File: src/pcmp_regs.vh
// Register map, field codes and timing constants of the position compare unit
//
// Summary of operation
// - Compare switch value 1 enables comparison; any other value keeps it off.
// - Resolution code 0..7 scales positions from 24-bit down to 17-bit per revolution.
// - Mode 0 is individual single pass, mode 1 is cyclic comparison.
// - Writing 1 to take-position-as-zero makes the present position the zero point.
// - On that zeroing the live position loads the signed zero offset, not zero.
// - A matched point holds the output for width times 0.1 ms, width 0 to 2047.
// - A new first point index applies only when the switch is next set to 1.
// - A new last point index applies only when the switch is next set to 1.
// - Status reads 0 when idle, otherwise the number of the awaited point.
// - Live signed 32-bit compare position is readable while comparison runs.
// - Each point holds a signed 32-bit target position.
// - Attribute 0 skips a point and gives no output for it.
// - Attribute 1 fires upward, 2 downward, 3 on either crossing.
// - Switch 0 to 1 starts at the first point; back to 0 stops and clears status.
// - Individual mode stops and clears status at the last point; position keeps accumulating.
// - Cyclic mode wraps to the first point and zeroes position at each reached point.
// - No comparison is done while the output pulse is active.
`ifndef PCMP_REGS_VH
`define PCMP_REGS_VH

// Word addresses of the registers
`define PCMP_ADDR_SWITCH     5'h00
`define PCMP_ADDR_RES        5'h01
`define PCMP_ADDR_MODE       5'h02
`define PCMP_ADDR_ZERO       5'h03
`define PCMP_ADDR_WIDTH      5'h04
`define PCMP_ADDR_FIRST      5'h05
`define PCMP_ADDR_LAST       5'h06
`define PCMP_ADDR_STATUS     5'h07
`define PCMP_ADDR_LIVE       5'h08
`define PCMP_ADDR_OFFSET     5'h09
`define PCMP_ADDR_POINT_BASE 5'h0a
`define PCMP_ADDR_WIDTH_BITS 5

// Field codes
`define PCMP_SWITCH_ON       16'h0001
`define PCMP_ZERO_ON         16'h0001
`define PCMP_MODE_CYCLIC     16'h0001
`define PCMP_ATTR_SKIP       2'h0
`define PCMP_ATTR_UP         2'h1
`define PCMP_ATTR_DOWN       2'h2
`define PCMP_ATTR_BOTH       2'h3
`define PCMP_RES_BITS        3
`define PCMP_WIDTH_FIELD     11
`define PCMP_ATTR_BITS       2

// Reset values
`define PCMP_RST_HALF        16'h0000
`define PCMP_RST_WORD        32'h00000000
`define PCMP_RST_FIRST       16'h0001
`define PCMP_RST_LAST        16'h0001

// Timing: width unit is 0.1 ms, clock period 5 ns
`define PCMP_UNIT_NS         100000
`define PCMP_CLK_NS          5

`endif

File: src/pcmp_pulse_timer.v
// Output pulse timer counting whole 0.1 ms units
`timescale 1ns/1ps
module pcmp_pulse_timer #(
  parameter TICK_CYCLES = 20000,            // clocks per width unit
  parameter WBITS       = 11                // width of the unit count
) (
  input  wire             clk,              // system clock
  input  wire             resetn,           // synchronous reset, low active
  input  wire             ce,               // clock enable
  input  wire             start,            // load a new pulse
  input  wire [WBITS-1:0] width,            // pulse length in units
  output reg              active_q          // pulse output
);

  reg [WBITS-1:0] unitsLeft_q;
  reg [31:0]      tick_q;

  // Count units down while the pulse stands
  always @(posedge clk) begin
    if (!resetn) begin
      active_q    <= 1'b0;
      unitsLeft_q <= {WBITS{1'b0}};
      tick_q      <= 32'h00000000;
    end else if (ce) begin
      if (start && !active_q) begin
        active_q    <= (width != {WBITS{1'b0}});
        unitsLeft_q <= width;
        tick_q      <= 32'h00000000;
      end else if (active_q) begin
        if (tick_q == TICK_CYCLES - 1) begin
          tick_q <= 32'h00000000;
          if (unitsLeft_q == {{(WBITS-1){1'b0}}, 1'b1}) begin
            active_q <= 1'b0;
          end
          unitsLeft_q <= unitsLeft_q - {{(WBITS-1){1'b0}}, 1'b1};
        end else begin
          tick_q <= tick_q + 32'h00000001;
        end
      end
    end
  end

endmodule // pcmp_pulse_timer

File: src/pcmp_core.v
// Position compare unit: register file, position tracking and point sequencer
`timescale 1ns/1ps
`include "pcmp_regs.vh"
module pcmp_core #(
  parameter NPOINTS     = 4,                // number of compare points
  parameter TICK_CYCLES = (`PCMP_UNIT_NS + `PCMP_CLK_NS - 1) / `PCMP_CLK_NS
) (
  input  wire        clk,                   // 200 MHz clock
  input  wire        resetn,                // synchronous reset, low active
  input  wire        ce,                    // clock enable, freezes all state
  input  wire [4:0]  addr,                  // register word address
  input  wire [31:0] wdata,                 // write data
  input  wire        wr,                    // write strobe
  input  wire        rd,                    // read strobe
  output reg  [31:0] rdata_q,               // read data, cycle after rd
  input  wire [31:0] encPos,                // encoder position, 24-bit units
  input  wire        encToggle,             // toggles on each new encoder sample
  output wire        cmpOut                 // compare output pulse
);

  localparam ST_IDLE = 1'b0;
  localparam ST_RUN  = 1'b1;
  localparam RAWW    = 40;                  // accumulator with 8 guard bits

  // Accumulator keeps 24-bit units, so a resolution change acts on
  // the next sample and stored position is never rescaled.
  // The guard bits stop the sum from wrapping before the shift,
  // and the low 32 bits of the shifted value form the live view.
  // Offsets shifted by the resolution keep their sign.

  // Software registers
  reg [15:0] switch_q;
  reg [2:0]  res_q;
  reg [15:0] mode_q;
  reg [15:0] zero_q;
  reg [10:0] width_q;
  reg [15:0] first_q;
  reg [15:0] last_q;
  reg [31:0] offset_q;
  reg [31:0] target_q [0:NPOINTS-1];
  reg [1:0]  attr_q   [0:NPOINTS-1];

  // Sequencer state; run bounds latched at start
  // Index writes during a run wait for the next switch-on
  reg            state_q;
  reg [15:0]     curIdx_q;
  reg [15:0]     runFirst_q;
  reg [15:0]     runLast_q;
  reg            switchOn_q;
  reg            zeroOn_q;
  reg signed [RAWW-1:0] raw_q;
  reg signed [31:0]     live_q;

  // Encoder input synchronisers
  // Word and toggle each pass two flops before logic reads them
  reg [31:0] encS1_q;
  reg [31:0] encS2_q;
  reg        togS1_q;
  reg        togS2_q;
  reg        togS3_q;
  reg [31:0] encPrev_q;
  reg        encPrimed_q;

  wire       timerActive;
  reg        fire;

  // Register writes
  // Status and live position are read-only; their writes are dropped
  always @(posedge clk) begin
    if (!resetn) begin
      switch_q <= `PCMP_RST_HALF;
      res_q    <= {`PCMP_RES_BITS{1'b0}};
      mode_q   <= `PCMP_RST_HALF;
      zero_q   <= `PCMP_RST_HALF;
      width_q  <= {`PCMP_WIDTH_FIELD{1'b0}};
      first_q  <= `PCMP_RST_FIRST;
      last_q   <= `PCMP_RST_LAST;
      offset_q <= `PCMP_RST_WORD;
    end else if (ce && wr) begin
      if (addr == `PCMP_ADDR_SWITCH) begin
        switch_q <= wdata[15:0];
      end else if (addr == `PCMP_ADDR_RES) begin
        res_q <= wdata[`PCMP_RES_BITS-1:0];
      end else if (addr == `PCMP_ADDR_MODE) begin
        mode_q <= wdata[15:0];
      end else if (addr == `PCMP_ADDR_ZERO) begin
        zero_q <= wdata[15:0];
      end else if (addr == `PCMP_ADDR_WIDTH) begin
        width_q <= wdata[`PCMP_WIDTH_FIELD-1:0];
      end else if (addr == `PCMP_ADDR_FIRST) begin
        first_q <= wdata[15:0];
      end else if (addr == `PCMP_ADDR_LAST) begin
        last_q <= wdata[15:0];
      end else if (addr == `PCMP_ADDR_OFFSET) begin
        offset_q <= wdata;
      end
    end
  end

  // Per-point target and attribute storage
  genvar gi;
  generate
    for (gi = 0; gi < NPOINTS; gi = gi + 1) begin : gPoint
      wire [`PCMP_ADDR_WIDTH_BITS-1:0] tAddr;
      wire [`PCMP_ADDR_WIDTH_BITS-1:0] aAddr;
      localparam [31:0] TOFS = `PCMP_ADDR_POINT_BASE + 2 * gi;
      localparam [31:0] AOFS = `PCMP_ADDR_POINT_BASE + 2 * gi + 1;
      // Offsets cut to the address width on purpose
      assign tAddr = TOFS[`PCMP_ADDR_WIDTH_BITS-1:0];
      assign aAddr = AOFS[`PCMP_ADDR_WIDTH_BITS-1:0];
      always @(posedge clk) begin
        if (!resetn) begin
          target_q[gi] <= `PCMP_RST_WORD;
          attr_q[gi]   <= `PCMP_ATTR_SKIP;
        end else if (ce && wr) begin
          if (addr == tAddr) begin
            target_q[gi] <= wdata;
          end else if (addr == aAddr) begin
            attr_q[gi] <= wdata[`PCMP_ATTR_BITS-1:0];
          end
        end
      end
    end
  endgenerate

  // Read mux, data stands the cycle after the strobe
  // Unmapped words read zero; narrow fields read zero above their top
  reg [31:0] rdMux;
  integer    ri;
  always @* begin
    rdMux = 32'h00000000;
    if (addr == `PCMP_ADDR_SWITCH) begin
      rdMux = {16'h0000, switch_q};
    end else if (addr == `PCMP_ADDR_RES) begin
      rdMux = {29'h00000000, res_q};
    end else if (addr == `PCMP_ADDR_MODE) begin
      rdMux = {16'h0000, mode_q};
    end else if (addr == `PCMP_ADDR_ZERO) begin
      rdMux = {16'h0000, zero_q};
    end else if (addr == `PCMP_ADDR_WIDTH) begin
      rdMux = {21'h000000, width_q};
    end else if (addr == `PCMP_ADDR_FIRST) begin
      rdMux = {16'h0000, first_q};
    end else if (addr == `PCMP_ADDR_LAST) begin
      rdMux = {16'h0000, last_q};
    end else if (addr == `PCMP_ADDR_STATUS) begin
      rdMux = {16'h0000, curIdx_q};
    end else if (addr == `PCMP_ADDR_LIVE) begin
      rdMux = live_q;
    end else if (addr == `PCMP_ADDR_OFFSET) begin
      rdMux = offset_q;
    end else begin
      for (ri = 0; ri < NPOINTS; ri = ri + 1) begin
        if (addr == `PCMP_ADDR_POINT_BASE + 2 * ri) begin
          rdMux = target_q[ri];
        end else if (addr == `PCMP_ADDR_POINT_BASE + 2 * ri + 1) begin
          rdMux = {30'h00000000, attr_q[ri]};
        end
      end
    end
  end

  // Read data register, zero outside the cycle after a read
  always @(posedge clk) begin
    if (!resetn) begin
      rdata_q <= `PCMP_RST_WORD;
    end else if (ce) begin
      rdata_q <= rd ? rdMux : `PCMP_RST_WORD;
    end
  end

  // Two-stage synchroniser for encoder word and sample toggle
  // The word settles a clock before the toggle edge is seen,
  // so the whole word is stable when a sample is taken
  always @(posedge clk) begin
    if (!resetn) begin
      encS1_q <= `PCMP_RST_WORD;
      encS2_q <= `PCMP_RST_WORD;
      togS1_q <= 1'b0;
      togS2_q <= 1'b0;
      togS3_q <= 1'b0;
    end else if (ce) begin
      encS1_q <= encPos;
      encS2_q <= encS1_q;
      togS1_q <= encToggle;
      togS2_q <= togS1_q;
      togS3_q <= togS2_q;
    end
  end

  // One-clock event for each change of the sample toggle
  wire newSample = togS2_q ^ togS3_q;

  // Position accumulation in encoder units, scaled by resolution
  // Deltas wrap in 32 bits, so encoder rollover adds no jump;
  // the first sample after reset only primes the previous word
  wire [31:0]            encDelta = encS2_q - encPrev_q;
  wire signed [RAWW-1:0] rawSum   = raw_q + {{(RAWW-32){encDelta[31]}}, encDelta};
  wire signed [RAWW-1:0] rawShift = rawSum >>> res_q;
  wire signed [31:0]     liveNew  = rawShift[31:0];

  // Crossing detection for the awaited point
  // Only the awaited point is compared; a sample that jumps past
  // a later point does not fire it. A position resting on the
  // target fires once, as the previous value no longer differs.
  wire [15:0]        idx0   = curIdx_q - 16'h0001;
  wire signed [31:0] tgt    = target_q[idx0[1:0]];
  wire [1:0]         attr   = attr_q[idx0[1:0]];
  wire               upX    = (live_q < tgt) && (liveNew >= tgt);
  wire               downX  = (live_q > tgt) && (liveNew <= tgt);
  wire               isSkip = (attr == `PCMP_ATTR_SKIP);
  wire               atLast = (curIdx_q == runLast_q);
  wire               cyclic = (mode_q == `PCMP_MODE_CYCLIC);
  wire               swOn   = (switch_q == `PCMP_SWITCH_ON);
  wire               zrOn   = (zero_q == `PCMP_ZERO_ON);
  wire               canCmp = (state_q == ST_RUN) && !timerActive;

  // Rising edges of the switch and zero controls
  wire               swStart = swOn && !switchOn_q;
  wire               zrStart = zrOn && !zeroOn_q;

  // Match on the enabled crossing direction
  // Nothing is compared while the pulse stands, so a crossing in
  // that time is lost; travel between points must outlast the pulse
  always @* begin
    fire = 1'b0;
    if (canCmp && newSample && encPrimed_q) begin
      case (attr)
        `PCMP_ATTR_UP:   fire = upX;
        `PCMP_ATTR_DOWN: fire = downX;
        `PCMP_ATTR_BOTH: fire = upX || downX;
        default:         fire = 1'b0;
      endcase
    end
  end

  // Skipped points advance one per clock without a sample
  // A fired point advances in the clock of the crossing
  wire advance = canCmp && (isSkip || fire);

  // Position register and zero handling
  // Zeroing wins over a sample in the same clock; that sample is
  // absorbed by re-priming the previous word
  always @(posedge clk) begin
    if (!resetn) begin
      raw_q       <= {RAWW{1'b0}};
      live_q      <= `PCMP_RST_WORD;
      encPrev_q   <= `PCMP_RST_WORD;
      encPrimed_q <= 1'b0;
      zeroOn_q    <= 1'b0;
    end else if (ce) begin
      zeroOn_q <= zrOn;
      if (zrStart) begin
        raw_q  <= {{(RAWW-32){offset_q[31]}}, offset_q} <<< res_q;
        live_q <= offset_q;
        encPrev_q <= encS2_q;
      end else if (newSample) begin
        encPrev_q   <= encS2_q;
        encPrimed_q <= 1'b1;
        if (!encPrimed_q) begin
          raw_q <= raw_q;
        end else if (fire && cyclic) begin
          raw_q  <= {RAWW{1'b0}};
          live_q <= `PCMP_RST_WORD;
        end else begin
          raw_q  <= rawSum;
          live_q <= liveNew;
        end
      end
    end
  end

  // Point sequencer
  // First and last indices are assumed within 1..NPOINTS with
  // first not above last; out of range values are not checked
  // and the low bits of the index pick the point
  always @(posedge clk) begin
    if (!resetn) begin
      state_q    <= ST_IDLE;
      curIdx_q   <= `PCMP_RST_HALF;
      runFirst_q <= `PCMP_RST_FIRST;
      runLast_q  <= `PCMP_RST_LAST;
      switchOn_q <= 1'b0;
    end else if (ce) begin
      switchOn_q <= swOn;
      case (state_q)
        ST_IDLE: begin
          if (swStart) begin
            state_q    <= ST_RUN;
            runFirst_q <= first_q;
            runLast_q  <= last_q;
            curIdx_q   <= first_q;
          end
        end
        ST_RUN: begin
          if (!swOn) begin
            state_q  <= ST_IDLE;
            curIdx_q <= `PCMP_RST_HALF;
          end else if (advance) begin
            if (!atLast) begin
              curIdx_q <= curIdx_q + 16'h0001;
            end else if (cyclic) begin
              curIdx_q <= runFirst_q;
            end else begin
              state_q  <= ST_IDLE;
              curIdx_q <= `PCMP_RST_HALF;
            end
          end
        end
        // Unused state code falls back to idle
        default: begin
          state_q  <= ST_IDLE;
          curIdx_q <= `PCMP_RST_HALF;
        end
      endcase
    end
  end

  // Output pulse of programmed width
  // Width 0 gives no pulse, yet the point still counts as reached.
  // The timer ignores a start while its pulse stands, which the
  // sequencer already prevents by suspending comparison.
  pcmp_pulse_timer #(
    .TICK_CYCLES (TICK_CYCLES),
    .WBITS       (`PCMP_WIDTH_FIELD)
  ) uTimer (
    .clk      (clk),
    .resetn   (resetn),
    .ce       (ce),
    .start    (fire),
    .width    (width_q),
    .active_q (timerActive)
  );

  // Output taken straight from the timer flop, no logic after it
  // so the pin never glitches between clocks
  assign cmpOut = timerActive;

endmodule // pcmp_core

File: config.mk
export PLATFORM = sky130hd
export DESIGN_NAME = pcmp_core
export DESIGN_NICKNAME = d
export VERILOG_FILES = /design/src/pcmp_pulse_timer.v /design/src/pcmp_core.v
export VERILOG_INCLUDE_DIRS = /design/src
export SDC_FILE = /design/constraint.sdc
export NUM_CORES = 2
export LEC_CHECK = 0
export BUFFER_PORTS_ARGS = -buffer_cell sky130_fd_sc_hd__buf_2
export CORE_AREA = 5 5 371 373
export CTS_CLUSTER_DIAMETER = 40
export DETAILED_ROUTE_END_ITERATION = 6
export DIE_AREA = 0 0 376 378
export SLEW_MARGIN = 20
export SYNTH_ARGS = -nofsm -noshare
export SYNTH_HDL_FRONTEND = slang
export SYNTH_SLANG_ARGS = --single-unit
export TNS_END_PERCENT = 10
File: constraint.sdc
create_clock -name clk -period 9.8 [get_ports clk]
set_clock_uncertainty 0.05 [all_clocks]
set_input_delay 0.98 -clock clk [delete_from_list [all_inputs] [get_ports clk]]
set_output_delay 0.98 -clock clk [all_outputs]
set_load 0.005 [all_outputs]
Word level (Yosys, flattened, before mapping)
Memory sizes are Yosys's and may differ from the RTL's. Index checks and enable logic that the tools add are counted.

Register bits after elaboration: 425. Latch bits: 0. RAM bits: 136. Memory bits (read-only): 0. Logic and storage cells: 223. Memories kept: 2.

Add/subtract/negate cells: 6. $mul: 0. Divide/modulo/power cells: 0. Order comparisons: 4. Equality and inequality tests: 28. Shifts and indexed selects: 2. Multiplexer cells: 98. Bitwise logic cells: 18. Reduce and logical (&&, ||, !) cells: 38.

Memory list: target_q (words 4, bits a word 32, read ports 5, clocked after Yosys merged registers in 0, wr ports 4, line pcmp_core.v:40) `reg [31:0] target_q [0:NPOINTS-1];`; attr_q (words 4, bits a word 2, read ports 5, clocked after Yosys merged registers in 0, wr ports 4, line pcmp_core.v:41) `reg [1:0] attr_q [0:NPOINTS-1];`.

Operator list (count): $mux 32 (31); $mux 40 (4); $mux 16 (5); $eq 16x1->1 const B (3); $mux 1 (47); $add 40x40->40 (1); $eq 5x4->1 const B (8); $sshl 40x3->40 (1); $sshr 40x3->32 (1); $mux 11 (3); $add 32x1->32 const B (1); $eq 32x15->1 const B (1); $ge 32x32->1 (1); $gt 32x32->1 (1); $le 32x32->1 (1); $lt 32x32->1 (1); $pmux 16 s2 (1); $sub 32x32->32 (1); $eq 5x3->1 const B (4); $reduce_and 3->1 (6); $add 16x1->16 const B (1); $eq 16x16->1 (1); $eq 11x1->1 const B (1); $logic_and 1x1->1 (11); 28 further kinds (58).

Depth between registers and ports, before layout
Depth after elaboration: 20. Mapped depth: 39.

Cells and area by module
Synthesis repeated with hierarchy kept, for this count alone.

Cells, all modules: 3869. Area total of the unflattened synthesis: 32946.6 µm².

Modules (own cells, without submodules): pcmp_core (times used 1, cells each 3571, area each 30456.7 µm², sequential area each 11691.2 µm²); pcmp_pulse_timer (times used 1, cells each 298, area each 2489.9 µm², sequential area each 880.8 µm²).

Worst setup path after synthesis
OpenSTA, ideal clock, no wires.

Kind: reg-to-reg. From: reg encS2_q[0]. To: reg uTimer.tick_q[16]. Arrival: 7.754 ns. Data required time: 9.691 ns. Slack: 1.937 ns. Stages on the path, launching flop included: 37. Path buffers: 3. Clock period less this slack: 7.863 ns. Cells stage by stage: dfxtp_1 inv_1 ha_1 fa_1 nor2b_1 o21bai_1 a32oi_1 nand2_1 a31oi_1 a21oi_1 a31oi_1 a2111oi_0 o21ai_0 xor2_1 ha_1 clkbuf_1 and4_1 and2_1 a22oi_1 o21ai_0 or3_1 o21a_1 xnor2_1 mux4_2 mux2_2 ha_1 and4_1 a221oi_1 o211ai_2 a21oi_2 mux2_2 a22o_1 buf_6 a21o_1 buf_6 or4_1 nand2_1.

Cells in the longest elaborated chain, start to end: 11. Elaborated cells on any way between the ends: 14. Those cells by class: 2 x add/sub; 2 x order compare; 1 x shift; 3 x mux; 6 x reduce/logical.

Ends and longest elaborated chain: from (decl) (line pcmp_core.v:57) `reg [31:0] encS2_q;`; from (signal assigned) (line pcmp_core.v:178) `` encS2_q <= `PCMP_RST_WORD; ``; from (signal assigned) (line pcmp_core.v:184) `encS2_q <= encS1_q;`; $sub 32x32->32 * (line pcmp_core.v:197) `wire [31:0] encDelta = encS2_q - encPrev_q;`; $add 40x40->40 * (line pcmp_core.v:198) `wire signed [RAWW-1:0] rawSum = raw_q + {{(RAWW-32){encDelta[31]}}, encDelta};`; $sshr 40x3->32 * (line pcmp_core.v:199) `wire signed [RAWW-1:0] rawShift = rawSum >>> res_q;`; $ge 32x32->1 or $le 32x32->1 (tied branches) (line pcmp_core.v:209, pcmp_core.v:210); $logic_and 1x1->1, on equally long branches (line pcmp_core.v:209, pcmp_core.v:210); $logic_or 1x1->1 (line pcmp_core.v:231) `` `PCMP_ATTR_BOTH: fire = upX || downX; ``; $pmux 1 s3 * (line pcmp_core.v:228) `case (attr)`; $mux 1 * (line pcmp_core.v:227) `if (canCmp && newSample && encPrimed_q) begin`; $logic_and 1x1->1 * (line pcmp_pulse_timer.v:25) `if (start && !active_q) begin`; $reduce_bool 2->1 (no source line); $reduce_and 2->1 (no source line); to (signal assigned) (line pcmp_pulse_timer.v:37) `tick_q <= tick_q + 32'h00000001;`; to (decl) (line pcmp_pulse_timer.v:16) `reg [31:0] tick_q;`.

Every way passes the cells marked *; elsewhere a longest branch is shown, timed or not. A chain may end at the register's enable or synchronous reset.

Final worst setup path
From: reg encS2_q[0]. To: reg uTimer.tick_q[31].

Same word-level chain as after synthesis.

==> flow_summary_export.csv <==
group,metric,value,unit
layout,nFillCells,14130,
setup_path,crit_path_top_delay_cell,"a2111o_1",
sta,finalHoldViolations,0,
power,pwr-share-clk,51.9,%
run,cap_violations,0,
setup_path,critPathLaunchType,"flop",
clocking,clock-sinks,560,
placed_design,dp_hpwl,80490,um
power,power_leakage,0.01431,uW
route,drtPass1Iterations,7,
layout,final_cell_mix,"577 x nand2_1, 441 x a21oi_1, 420 x dfxtp_1",
clocking,clk_pin_slew_worst_paths,0.05,ns
logic_synthesis,syn_area_per_cell,8.439,um2
sta,setup_violations,0,
floorplanning,die_w,376,um
min_path,hold_path_class,"flop to flop",
setup_path,regToRegSetupSlack,0.71,ns
global_route,grt_start_max_net_pins,209,
global_route,met2_usage,26.76,%
placed_design,routabilityCongestion,0.8841,
floorplanning,design.core.area,0.1343,mm2
sta,rsz0062_at_grt,"no",
power,ir_drop,0.1376,mV
logic_synthesis,syn_area,0.03322,mm2
layout,layout_commonest_cell,"nand2_1",
global_route,grt_usage,15.70,%
sta,fin_tns_setup,0,ns
setup_path,arrival,9.57,ns
global_route,first_global_vias,29050,
floorplanning,start_util,24.74,%
min_path,whs_path_depth,2,
power,combPwrFrac,14.7,%
floorplanning,die-area,0.1421,mm2
global_route,grt_pass1_wl,176200,um
layout,regArea,0.01258,mm2
logic_synthesis,yosysTopAreaCell,"dfxtp_1",
power,pwr-share-seq,33.4,%
layout,drive_above_1_share,12.31,%
sta,fin_crit_sh,92.72,%
clocking,cts_buffer_depth,3,
floorplanning,top_level_ports,108,
clocking,cts_tree,"done",
min_path,hold_end,"runLast_q[9]$_SDFFE_PN0P_",
logic_synthesis,synth_edf_count,136,
logic_synthesis,async_reset_ff_share,0,%
setup_path,critPathMaxStageDelay,0.60,ns
power,intPower,5312,uW
route,drt-initial-drc-count,3293,
sta,slew_headroom,27.34,%
layout,multiInputGateArea,0.01929,mm2
clocking,htree_levels,3,
floorplanning,die_h,378,um
setup_path,r2r_start,"encS2_q[0]$_SDFFE_PN0P_",
clocking,post-cts-setup-buffer-count,0,
layout,num-nets-final,4133,
logic_synthesis,ys_ff_latch,560,
logic_synthesis,yosysWarnings,0,
setup_path,cp.required,10.28,ns
logic_synthesis,yosysSeqAreaShare,37.84,%
global_route,grt_util_met1,20.16,%
outcome,violations,"design-rule violations",
setup_path,crit_type,"flop to flop",
clocking,clk_latency,0.69,ns
route,drt-wirelength-per-cell,20.26,um
logic_synthesis,synth.top_cell.area_share,25.55,%
power,p_sw_share,27.87,%
setup_path,r2r_cells,36,
logic_synthesis,syn-num-nets,4151,
outcome,status,"finished, violations left",
power,p_switching,2052,uW
logic_synthesis,synth_cell_types,87,
power,power.density,187.7,mW/mm2
global_route,grt_overflow,0,
sta,fmax,0.1101,GHz
floorplanning,rows,135,
clocking,cts_buffers,100,
route,drt_wl_total,117300,um
route,drc,2,
logic_synthesis,ys.flop_type,"dfxtp_1",
logic_synthesis,syn_inst,3937,
global_route,grt.busiest_layer,"met2",
route,viasPerCell,5.293,
logic_synthesis,synth_area_leaders,"dfxtp_1 26%, edfxtp_1 12%, a21oi_1 6.7%",
global_route,met3_usage,2.469,%
sta,slew_viol_final,0,
setup_path,worstReg2RegEnd,"uTimer.tick_q[31]$_SDFFE_PN0P_",
sta,period_needed,9.087,ns
layout,post-route-util,29.21,%
sta,tightest_slew,1.087,ns
setup_path,crit_fanout,15,
global_route,antenna_found_initial,7,
layout,syn_to_final_growth,18.07,%
placed_design,port_buffers,107,
min_path,hold_path_startpoint,"last_q[9]$_SDFFE_PN0P_",
clocking,root_buffer,"clkbuf_16",
sta,whs,0.3627,ns
route,vias,30630,
setup_path,crit_path_end_kind,"flop",
route,antenna_left,0,
per-stage QoR:
stage | power, uW | setup slack [ns] | std cells | cell area [um2]
after floorplan | 3260 | 1.937 | 3937 | 33220
after global placement | 3554 | 0.9445 | 5598 | 35470
after detailed placement | 3563 | 0.8166 | 5598 | 35490
after CTS | 7386 | 0.7095 | 5785 | 39210
after global routing | 7611 | 0.04048 | 5788 | 39230
final | 7364 | 0.7132 | 5788 | 39230
state kept, by name (all words and copies together) (netlist names), 8 cells and up:
signal / count
runLast_q: 16
raw_q: 39
attr_q: 8
encS1_q: 32
switch_q: 16
target_q: 128
zero_q: 16
curIdx_q: 16
runFirst_q: 16
encS2_q: 32
rdata_q: 32
width_q: 11
first_q: 16
encPrev_q: 32
offset_q: 32
live_q: 32
uTimer.tick_q: 32
last_q: 16
mode_q: 16
uTimer.unitsLeft_q: 11
synth_stat cells (all sizes together), types with 59 or more instances:
| cell | number |
|---|---|
| mux4 | 65 |
| nand2 | 577 |
| ha | 137 |
| a21oi | 445 |
| o21ai | 192 |
| a22oi | 106 |
| and2 | 147 |
| inv | 116 |
| a31oi | 59 |
| nor2 | 320 |
| clkbuf | 236 |
| edfxtp | 136 |
| dfxtp | 424 |
| nand3 | 87 |
| mux2i | 126 |
area by class of cell:
cell class                 count  area share, %
timing repair buffer         157          2.408
sequential                   560          32.07
inverter                     120          1.167
tap                         1781          5.681
antenna                        3        0.01914
multi-input combinational   2980          49.17
clock buffer                 118          6.708
clock inverter                69          2.775
logic make-up after synthesis:
family                   synth area share (%)
AO/OA/AOI/OAI                           21.53
XOR/XNOR                                2.689
adder cells (fa/ha/maj)                 5.280
buffers and inverters                   4.583
flip-flops                              37.84
multiplexers                            8.790
AND/OR/NAND/NOR                         19.29
power groups by stage:
stage | registers [uW] | logic, uW | clock network [uW]
final | 2460 | 1080 | 3830
after global routing | 2460 | 1170 | 3970
after CTS | 2460 | 1070 | 3860
after detailed placement | 2510 | 1060 | 0
after global placement | 2500 | 1050 | 0
after floorplan | 2490 | 770 | 0
worst max-delay path by stage:
stage	from	endpoint	slack [ns]
3_3_place_gp	encS2_q[0]$_SDFFE_PN0P_	uTimer.tick_q[31]$_SDFFE_PN0P_	0.94
4_1_cts	encS2_q[0]$_SDFFE_PN0P_	uTimer.tick_q[31]$_SDFFE_PN0P_	0.71
6_report	encS2_q[0]$_SDFFE_PN0P_	uTimer.tick_q[31]$_SDFFE_PN0P_	0.71
2_1_floorplan	encS2_q[0]$_SDFFE_PN0P_	uTimer.tick_q[16]$_SDFFE_PN0P_	1.94
5_1_grt	encS2_q[0]$_SDFFE_PN0P_	uTimer.tick_q[31]$_SDFFE_PN0P_	0.04
3_5_place_dp	encS2_q[0]$_SDFFE_PN0P_	uTimer.tick_q[31]$_SDFFE_PN0P_	0.82
worst max-delay path, delay by kind of cell (launching register included):
kind | cells | cell delay [ns]
AO/OA/AOI/OAI | 17 | 3.75
XOR/XNOR | 1 | 0.17
adder cells (fa/ha/maj) | 4 | 1.44
buffers and inverters | 3 | 0.42
flip-flops | 1 | 0.35
multiplexers | 1 | 0.31
AND/OR/NAND/NOR | 10 | 2.44
routing by layer:
layer,vias to the layer above,wire length [um]
met4,2,4002
li1,14310,-
met2,1209,56230
met1,14850,48650
met3,271,8365
met5,-,12
timing repair:
item | in CTS | in global routing
setup endpoints to repair | 0 | 1
gates resized for setup | 0 | 3
endpoints found under the hold margin | 0 | 0
hold buffers | 0 | 0
Note: power is estimated with default switching activity, not from simulation.
